## config.mk

```make
export PLATFORM = sky130hd
export DESIGN_NAME = udt_timer
export DESIGN_NICKNAME = d
export VERILOG_FILES = /design/src/hdl/udt_pkg.sv /design/src/hdl/udt_timer.sv /design/src/hdl/udt_sync.sv
export SDC_FILE = /design/constraint.sdc
export NUM_CORES = 1
export LEC_CHECK = 0
export ABC_AREA = 1
export BUFFER_PORTS_ARGS = -buffer_cell sky130_fd_sc_hd__buf_2
export CAP_MARGIN = 20
export CELL_PAD_IN_SITES_DETAIL_PLACEMENT = 1
export CELL_PAD_IN_SITES_GLOBAL_PLACEMENT = 1
export CORE_MARGIN = 2
export CORE_UTILIZATION = 38
export DETAILED_ROUTE_END_ITERATION = 12
export PLACE_DENSITY_LB_ADDON = 0.1
export SYNTH_ARGS = -nofsm -noshare
export SYNTH_HDL_FRONTEND = slang
export SYNTH_HIERARCHICAL = 1
export SYNTH_SLANG_ARGS = --single-unit
export TNS_END_PERCENT = 5
```

## constraint.sdc

```tcl
create_clock -name ref_clk -period 2.5 [get_ports ref_clk]
set_input_delay 0.375 -clock ref_clk [delete_from_list [all_inputs] [get_ports ref_clk]]
set_output_delay 0.375 -clock ref_clk [all_outputs]
set_load 0.02 [all_outputs]
```

## src/hdl/udt_pkg.sv

```systemverilog
`default_nettype none
package udt_pkg;
    // ---------------------------------------------------------------
    // counter geometry and timing
    // ---------------------------------------------------------------
    localparam int BYTE_W = 8;
    localparam int COUNT_W = 16;
    localparam int PRESCALE_DIV = 12;
    localparam int PRESCALE_W = 4;
    localparam logic [PRESCALE_W-1:0] PRESCALE_LAST = 4'(PRESCALE_DIV - 1);
    localparam logic [COUNT_W-1:0] COUNT_MAX = 16'hFFFF;
    localparam logic [COUNT_W-1:0] COUNT_RESET = 16'h0000;
    localparam logic [PRESCALE_W-1:0] PRESCALE_RESET = 4'h0;
    localparam logic FLAG_RESET = 1'b0;
    localparam int SYNC_STAGES = 2;

    // ---------------------------------------------------------------
    // operating modes
    // ---------------------------------------------------------------
    typedef enum logic [1:0] {
        UDT_MODE_CAPTURE,
        UDT_MODE_RELOAD,
        UDT_MODE_BAUD
    } udt_mode_e;
endpackage : udt_pkg
`default_nettype wire

```

## src/hdl/udt_timer.sv

```systemverilog
`default_nettype none
module udt_timer (
    // clock, reset, enable
    input wire logic ref_clk,
    input wire logic arst_n,
    input wire logic clk_en,
    // control bits
    input wire logic run_control,
    input wire logic count_source_select,
    input wire logic rx_clock_select,
    input wire logic tx_clock_select,
    input wire logic capture_reload_select,
    input wire logic down_count_enable,
    // reload value held by software
    input wire logic [7:0] reload_high_byte,
    input wire logic [7:0] reload_low_byte,
    // software write of the count
    input wire logic count_wr_en,
    input wire logic [15:0] count_wr_data,
    // software flag clears
    input wire logic overflow_flag_clr,
    input wire logic external_toggle_flag_clr,
    // external pins
    input wire logic external_count_pin,
    input wire logic direction_pin,
    // status
    output logic [7:0] count_high_byte,
    output logic [7:0] count_low_byte,
    output logic overflow_flag,
    output logic external_toggle_flag,
    output logic irq_req,
    output logic [1:0] active_mode
);
    // ---------------------------------------------------------------
    // pin synchronisation
    // ---------------------------------------------------------------
    logic [1:0] pins_sync;
    logic count_pin_s;
    logic dir_pin_s;
    logic count_pin_d_r;

    udt_sync #(
        .WIDTH(udt_pkg::SYNC_STAGES)
    ) u_sync (
        .ref_clk(ref_clk),
        .arst_n(arst_n),
        .clk_en(clk_en),
        .async_in({direction_pin, external_count_pin}),
        .sync_out(pins_sync)
    );
    assign count_pin_s = pins_sync[0];
    assign dir_pin_s = pins_sync[1];

    // delayed copy for falling-edge detection of the count pin
    always_ff @(posedge ref_clk or negedge arst_n) begin
        if (!arst_n) begin
            count_pin_d_r <= 1'b0;
        end else if (clk_en) begin
            count_pin_d_r <= count_pin_s;
        end
    end

    // ---------------------------------------------------------------
    // mode decode
    // ---------------------------------------------------------------
    udt_pkg::udt_mode_e mode;
    // clock selects win over capture/reload select
    always_comb begin
        if (rx_clock_select || tx_clock_select) begin
            mode = udt_pkg::UDT_MODE_BAUD;
        end else if (capture_reload_select) begin
            mode = udt_pkg::UDT_MODE_CAPTURE;
        end else begin
            mode = udt_pkg::UDT_MODE_RELOAD;
        end
    end
    assign active_mode = mode;

    // ---------------------------------------------------------------
    // count tick: prescaler or external pin edge
    // ---------------------------------------------------------------
    logic [3:0] prescale_r;
    logic prescale_hit;
    logic tick;

    // divide-by-twelve runs only while counting from the clock
    always_ff @(posedge ref_clk or negedge arst_n) begin
        if (!arst_n) begin
            prescale_r <= udt_pkg::PRESCALE_RESET;
        end else if (clk_en) begin
            if (!run_control || count_source_select) begin
                prescale_r <= udt_pkg::PRESCALE_RESET;
            end else if (prescale_hit) begin
                prescale_r <= udt_pkg::PRESCALE_RESET;
            end else begin
                prescale_r <= prescale_r + 4'h1;
            end
        end
    end
    assign prescale_hit = (prescale_r == udt_pkg::PRESCALE_LAST);

    // selected input gated by run control
    always_comb begin
        if (count_source_select) begin
            tick = count_pin_d_r && !count_pin_s;
        end else begin
            tick = prescale_hit;
        end
        tick = tick && run_control && clk_en;
    end

    // ---------------------------------------------------------------
    // direction and event detection
    // ---------------------------------------------------------------
    logic [15:0] count;
    logic [15:0] reload;
    logic up_down_mode;
    logic count_up;
    logic overflow_evt;
    logic underflow_evt;
    logic wrap_evt;

    assign count = {count_high_byte, count_low_byte};
    assign reload = {reload_high_byte, reload_low_byte};
    assign up_down_mode = down_count_enable && (mode == udt_pkg::UDT_MODE_RELOAD);
    assign count_up = !up_down_mode || dir_pin_s;
    assign overflow_evt = tick && count_up && (count == udt_pkg::COUNT_MAX);
    assign underflow_evt = tick && !count_up && (count == reload);
    assign wrap_evt = overflow_evt || underflow_evt;

    // ---------------------------------------------------------------
    // counter registers
    // ---------------------------------------------------------------
    logic [15:0] count_nxt;
    // next count from the tick, reload or wrap
    always_comb begin
        count_nxt = count;
        if (overflow_evt) begin
            if (mode == udt_pkg::UDT_MODE_CAPTURE) begin
                count_nxt = udt_pkg::COUNT_RESET;
            end else begin
                count_nxt = reload;
            end
        end else if (underflow_evt) begin
            count_nxt = udt_pkg::COUNT_MAX;
        end else if (tick && count_up) begin
            count_nxt = count + 16'h0001;
        end else if (tick) begin
            count_nxt = count - 16'h0001;
        end
        if (count_wr_en) begin
            count_nxt = count_wr_data;
        end
    end

    // low and high bytes; only a tick or a software write moves them
    always_ff @(posedge ref_clk or negedge arst_n) begin
        if (!arst_n) begin
            count_high_byte <= udt_pkg::COUNT_RESET[15:8];
            count_low_byte <= udt_pkg::COUNT_RESET[7:0];
        end else if (clk_en) begin
            count_high_byte <= count_nxt[15:8];
            count_low_byte <= count_nxt[7:0];
        end
    end

    // ---------------------------------------------------------------
    // flags
    // ---------------------------------------------------------------
    // overflow flag: set wins over clear, sticky otherwise
    always_ff @(posedge ref_clk or negedge arst_n) begin
        if (!arst_n) begin
            overflow_flag <= udt_pkg::FLAG_RESET;
        end else if (clk_en) begin
            if (wrap_evt && mode != udt_pkg::UDT_MODE_BAUD) begin
                overflow_flag <= 1'b1;
            end else if (overflow_flag_clr) begin
                overflow_flag <= 1'b0;
            end
        end
    end

    // external flag toggles on each wrap in up/down operation
    always_ff @(posedge ref_clk or negedge arst_n) begin
        if (!arst_n) begin
            external_toggle_flag <= udt_pkg::FLAG_RESET;
        end else if (clk_en) begin
            if (wrap_evt && up_down_mode) begin
                external_toggle_flag <= !external_toggle_flag;
            end else if (external_toggle_flag_clr) begin
                external_toggle_flag <= 1'b0;
            end
        end
    end

    // request follows the overflow flag only
    assign irq_req = overflow_flag;
endmodule : udt_timer
`default_nettype wire

```

## src/hdl/udt_sync.sv

```systemverilog
`default_nettype none
module udt_sync #(
    parameter int WIDTH = 2
) (
    // clock and reset
    input wire logic ref_clk,
    input wire logic arst_n,
    input wire logic clk_en,
    // asynchronous inputs and their synchronised copies
    input wire logic [WIDTH-1:0] async_in,
    output logic [WIDTH-1:0] sync_out
);
    // ---------------------------------------------------------------
    // two flip-flop synchroniser per bit
    // ---------------------------------------------------------------
    genvar gi;
    generate
        for (gi = 0; gi < WIDTH; gi++) begin : g_bit
            logic meta_r;
            logic stable_r;
            // first stage feeds only the second stage
            always_ff @(posedge ref_clk or negedge arst_n) begin
                if (!arst_n) begin
                    meta_r <= 1'b0;
                    stable_r <= 1'b0;
                end else if (clk_en) begin
                    meta_r <= async_in[gi];
                    stable_r <= meta_r;
                end
            end
            assign sync_out[gi] = stable_r;
        end
    endgenerate
endmodule : udt_sync
`default_nettype wire

```

==> results.txt <==
In the routed design, unresolved DRC markers number 0. Shortest clock period the worst path allows after layout: 2.52 ns. The number of fillers in the final layout was 1110; the count of inserted antenna diode cells was 0. Yosys instantiated no cell more often than sky130_fd_sc_hd__nand2_1. The detail-routed net length per standard cell was 17.3 microns. The logs give 6 for the total of warnings raised by yosys and 0 for the total count of max-transition violations in the final report.

The initial utilization of the core area, before any placement, comes to 38.8%. The detailed-router iteration count before antenna repair was 4. Tracing the worst setup path back leads to its startpoint at prescale_r[1]$_DFFE_PN0P_. The classification of the worst-slack hold path is primary input to async pin. Summed over all nets, the half-perimeter wirelength after detailed placement is 8700 microns. Among all flip-flop cells after synthesis, the most frequent one is sky130_fd_sc_hd__dfrtp_1.

In the final layout, flip-flops and latches occupy 676 sq um. The worst-case hold slack is 0.121 ns, and the least setup slack across all paths after layout is -0.0204 ns. Setup violations remaining at the end of the flow were counted as 2. The number of core rows is 33, and the number of routed nets with antenna violations is 0. The count of buffers from port buffering was 66; the worst slew margin relative to its limit was 52.2%. Number of synthesized flops with an enable pin: 0. The critical path in this run is classified as flop to flop. Once layout is complete, the utilization of the core stands at 53.3%. In the final layout, the share of cells above drive strength 1 is 36.0%.

The number of clock sinks is 27, and the width of the chip is 95.1 microns. After synthesis, the most frequently instantiated cells are sky130_fd_sc_hd__nand2_1 (169), sky130_fd_sc_hd__inv_1 (84), sky130_fd_sc_hd__nor2_1 (55). For the max-capacitance violation count, the log shows 0. The number of endpoints with negative hold slack in the final report was 0. The first routing iteration left 114 violations. Startpoint kind of the worst setup timing path: a flop.

The family with the most delay on the worst path was simple AND/OR/NAND/NOR gates. For this run, the total global-route usage over all layers was measured as 26.6%. The power density relative to cell area was 616 mW/mm^2; the count of different cell masters after synthesis was 36.

The cell type with the highest aggregate area in the netlist was sky130_fd_sc_hd__dfrtp_1. At the end of routability-driven placement, the weighted congestion stood at 0.869. Data required time at the worst endpoint: 2.68 ns.

After floorplanning, the core was sized to cover 0.00813 sq mm. Compared with the post-synthesis result, the final layout area differs by 37.5%. The async set-reset flop share out of synthesis came out at 100%. The multi-input combinational cells in the finished layout cover a total of 0.00244 sq mm. The floorplan step defined a die boundary enclosing 0.00905 sq mm. The largest stage delay on the critical path was 0.43 ns; the maximum ir drop on the vdd rail was 0.316 mV. For the pin with the worst max-slew slack, the measured transition is 0.717 ns. The worst register-to-register path begins at prescale_r[1]$_DFFE_PN0P_. The final reports fail on negative setup slack. For the worst path arrival time, the log shows 2.70 ns. The logs give 0 for the sum of overflow across all layers after global routing and 0.00258 ns for the post-route clock skew.

The share of the Yosys chip area taken by registers is 21.4%. After the last flow step, the layout net total stands at 679. The run gives 3 as the TritonCTS buffer count. The logs give 3803 for the number of global-route vias before repair and 18600 microns for the global-route wire length before repair.

The worst-skew pair later-pin latency was 0.29 ns; the static leakage was 2.38 nW. Setup repair after global routing could not meet its margin everywhere. By area the synthesized netlist is led by sky130_fd_sc_hd__dfrtp_1 (21%), sky130_fd_sc_hd__nand2_1 (20%), sky130_fd_sc_hd__inv_1 (10%), sky130_fd_sc_hd__ha_1 (6.7%), sky130_fd_sc_hd__nor2_1 (6.5%).

The kind of end point of the critical path is a flop. Measured along the y axis, the die boundary spans 95.1 microns. The run gives 1 as the number of levels in the clock H-tree. The top fanout value on the critical path came out at 7. Clock-pin slew was measured on the worst setup and hold paths at 0.11 ns. The clock passes through at most 2 buffers. The run finished, with violations left.

TritonCTS built the clock tree. The run gives 0 as the number of antenna violations at the first check in global routing. Clock root buffer: sky130_fd_sc_hd__clkbuf_8. The gate count after technology mapping came out at 515. Each instance of the synthesized netlist takes up on average 6.13 sq um.

Based on the critical path, the design can be clocked at up to 0.397 GHz. The cell at the slowest stage of the critical path was sky130_fd_sc_hd__dfrtp_1. The routed layout has 3712 vias. After synthesis the netlist holds a flip-flop and latch count of 27.

Walking the worst path, the cells encountered are ha_4, nand2_4, o21ai_4, nand3_4, buf_12, buf_16, ha_4, nand2_4, nor3_4, and2_4, nand2_2, nand3_1, nand4_1, nand2_1, a21oi_1. The critical path contains buffers and inverters numbering 2 combined. For this block, the routed nets add up to 12400 microns of wire. Entering global routing, the biggest net connects 28 pins. The synthesized net count is 579. After detailed routing, the number of vias per cell comes to 5.16. The worst path uses 101% of the clock period. The synthesized design devotes to its leading area cell type 21.4% of total area. 67 I/O pins were placed. The cell area that synthesis handed to floorplanning was 0.00316 sq mm.
## cells in the final DEF (no fill, tap or decap), drive strengths merged, types with 7 or more instances in the layout
cell	n
a21oi	45
ha	17
xor2	7
nand4	10
o21bai	7
nand3	26
inv	92
nor3	8
nand2	177
dfrtp	27
nor2	63
buf	106
o21ai	16
## state kept, by name (all words and copies together), names as in the netlist
name	cells
external_toggle_flag	1
count_low_byte	8
u_sync/g_bit.meta_r	2
count_pin_d_r	1
count_high_byte	8
u_sync/g_bit.stable_r	2
prescale_r	4
irq_req	1
## area by class of cell
cell class / instances / area share, %
inverters: 92 / 8.07
clock buffers: 3 / 0.952
repair buffers: 106 / 15.9
flip-flops and latches: 27 / 15.6
multi-input cells: 385 / 56.3
well taps: 105 / 3.03
clock inverters: 1 / 0.173
## through the flow
step | setup WS, ns | power (W) | std cells | TNS (ns) | cell area (sq um)
final | -0.0204 | 0.00267 | 719 | -0.0312 | 4340
after detailed placement | -0.256 | 0.00199 | 698 | -1.16 | 3710
after global routing | -0.162 | 0.00288 | 719 | -1.24 | 4340
after floorplan | 0.244 | 0.00151 | 515 | 0 | 3160
after global placement | -0.195 | 0.00194 | 698 | -0.410 | 3710
after CTS | -0.0278 | 0.00240 | 711 | -0.0540 | 4020
## layer usage
metal	share of wire, %	up-vias	track usage [%]	routed length, microns
met5	0	-	0	0
met4	2.0	0	6.64	249
met3	3.9	22	3.00	484
met2	51	83	48.2	6280
met1	44	1800	33.3	5420
li1	-	1807	-	-
## power by group
part | internal, W | switching (W)
combinational | 0.000711 | 0.000999
sequential | 0.000508 | 0.000165
clock | 0.000114 | 0.000175
total | 0.00133 | 0.00134
## cell families after synthesis
logic type | share of synthesized area, %
buffers and inverters | 13.7
AO/OA/AOI/OAI | 14.2
flip-flops | 21.4
XOR/XNOR | 2.78
adder cells (fa/ha/maj) | 7.37
AND/OR/NAND/NOR | 40.6
## worst register-to-register path: stages (launching register included)
cell and delay, ns:
sky130_fd_sc_hd__dfrtp_1 0.43, sky130_fd_sc_hd__ha_4 0.17, sky130_fd_sc_hd__nand2_4 0.06, sky130_fd_sc_hd__o21ai_4 0.16
sky130_fd_sc_hd__nand3_4 0.12, sky130_fd_sc_hd__buf_12 0.15, sky130_fd_sc_hd__buf_16 0.15, sky130_fd_sc_hd__ha_4 0.30
sky130_fd_sc_hd__nand2_4 0.08, sky130_fd_sc_hd__nor3_4 0.20, sky130_fd_sc_hd__and2_4 0.18, sky130_fd_sc_hd__nand2_2 0.07
sky130_fd_sc_hd__nand3_1 0.10, sky130_fd_sc_hd__nand4_1 0.12, sky130_fd_sc_hd__nand2_1 0.08, sky130_fd_sc_hd__a21oi_1 0.05
## what timing repair did
action,4_1_cts,5_1_grt
hold buffers,0,0
gates cloned,1,0
endpoints found under the setup margin,11,12
gates resized for setup,26,57
buffers inserted,8,8
pin swaps,7,24
## final timing paths
path | end | slack [ns] | cells past startpoint
worst max-delay path | count_high_byte[6]$_DFFE_PN0P_ | -0.02 | 15
worst min-delay path | prescale_r[3]$_DFFE_PN0P_ | 0.12 | 1
worst max register to register | count_high_byte[6]$_DFFE_PN0P_ | -0.02 | 15
worst min register to register | u_sync/g_bit[1].meta_r$_DFFE_PN0P_ | 0.49 | 2
max in group asynchronous | count_low_byte[6]$_DFFE_PN0P_ | 1.93 | 1
min in group ref_clk | u_sync/g_bit[1].meta_r$_DFFE_PN0P_ | 0.28 | 3
Power figures use the tool's default switching activity.
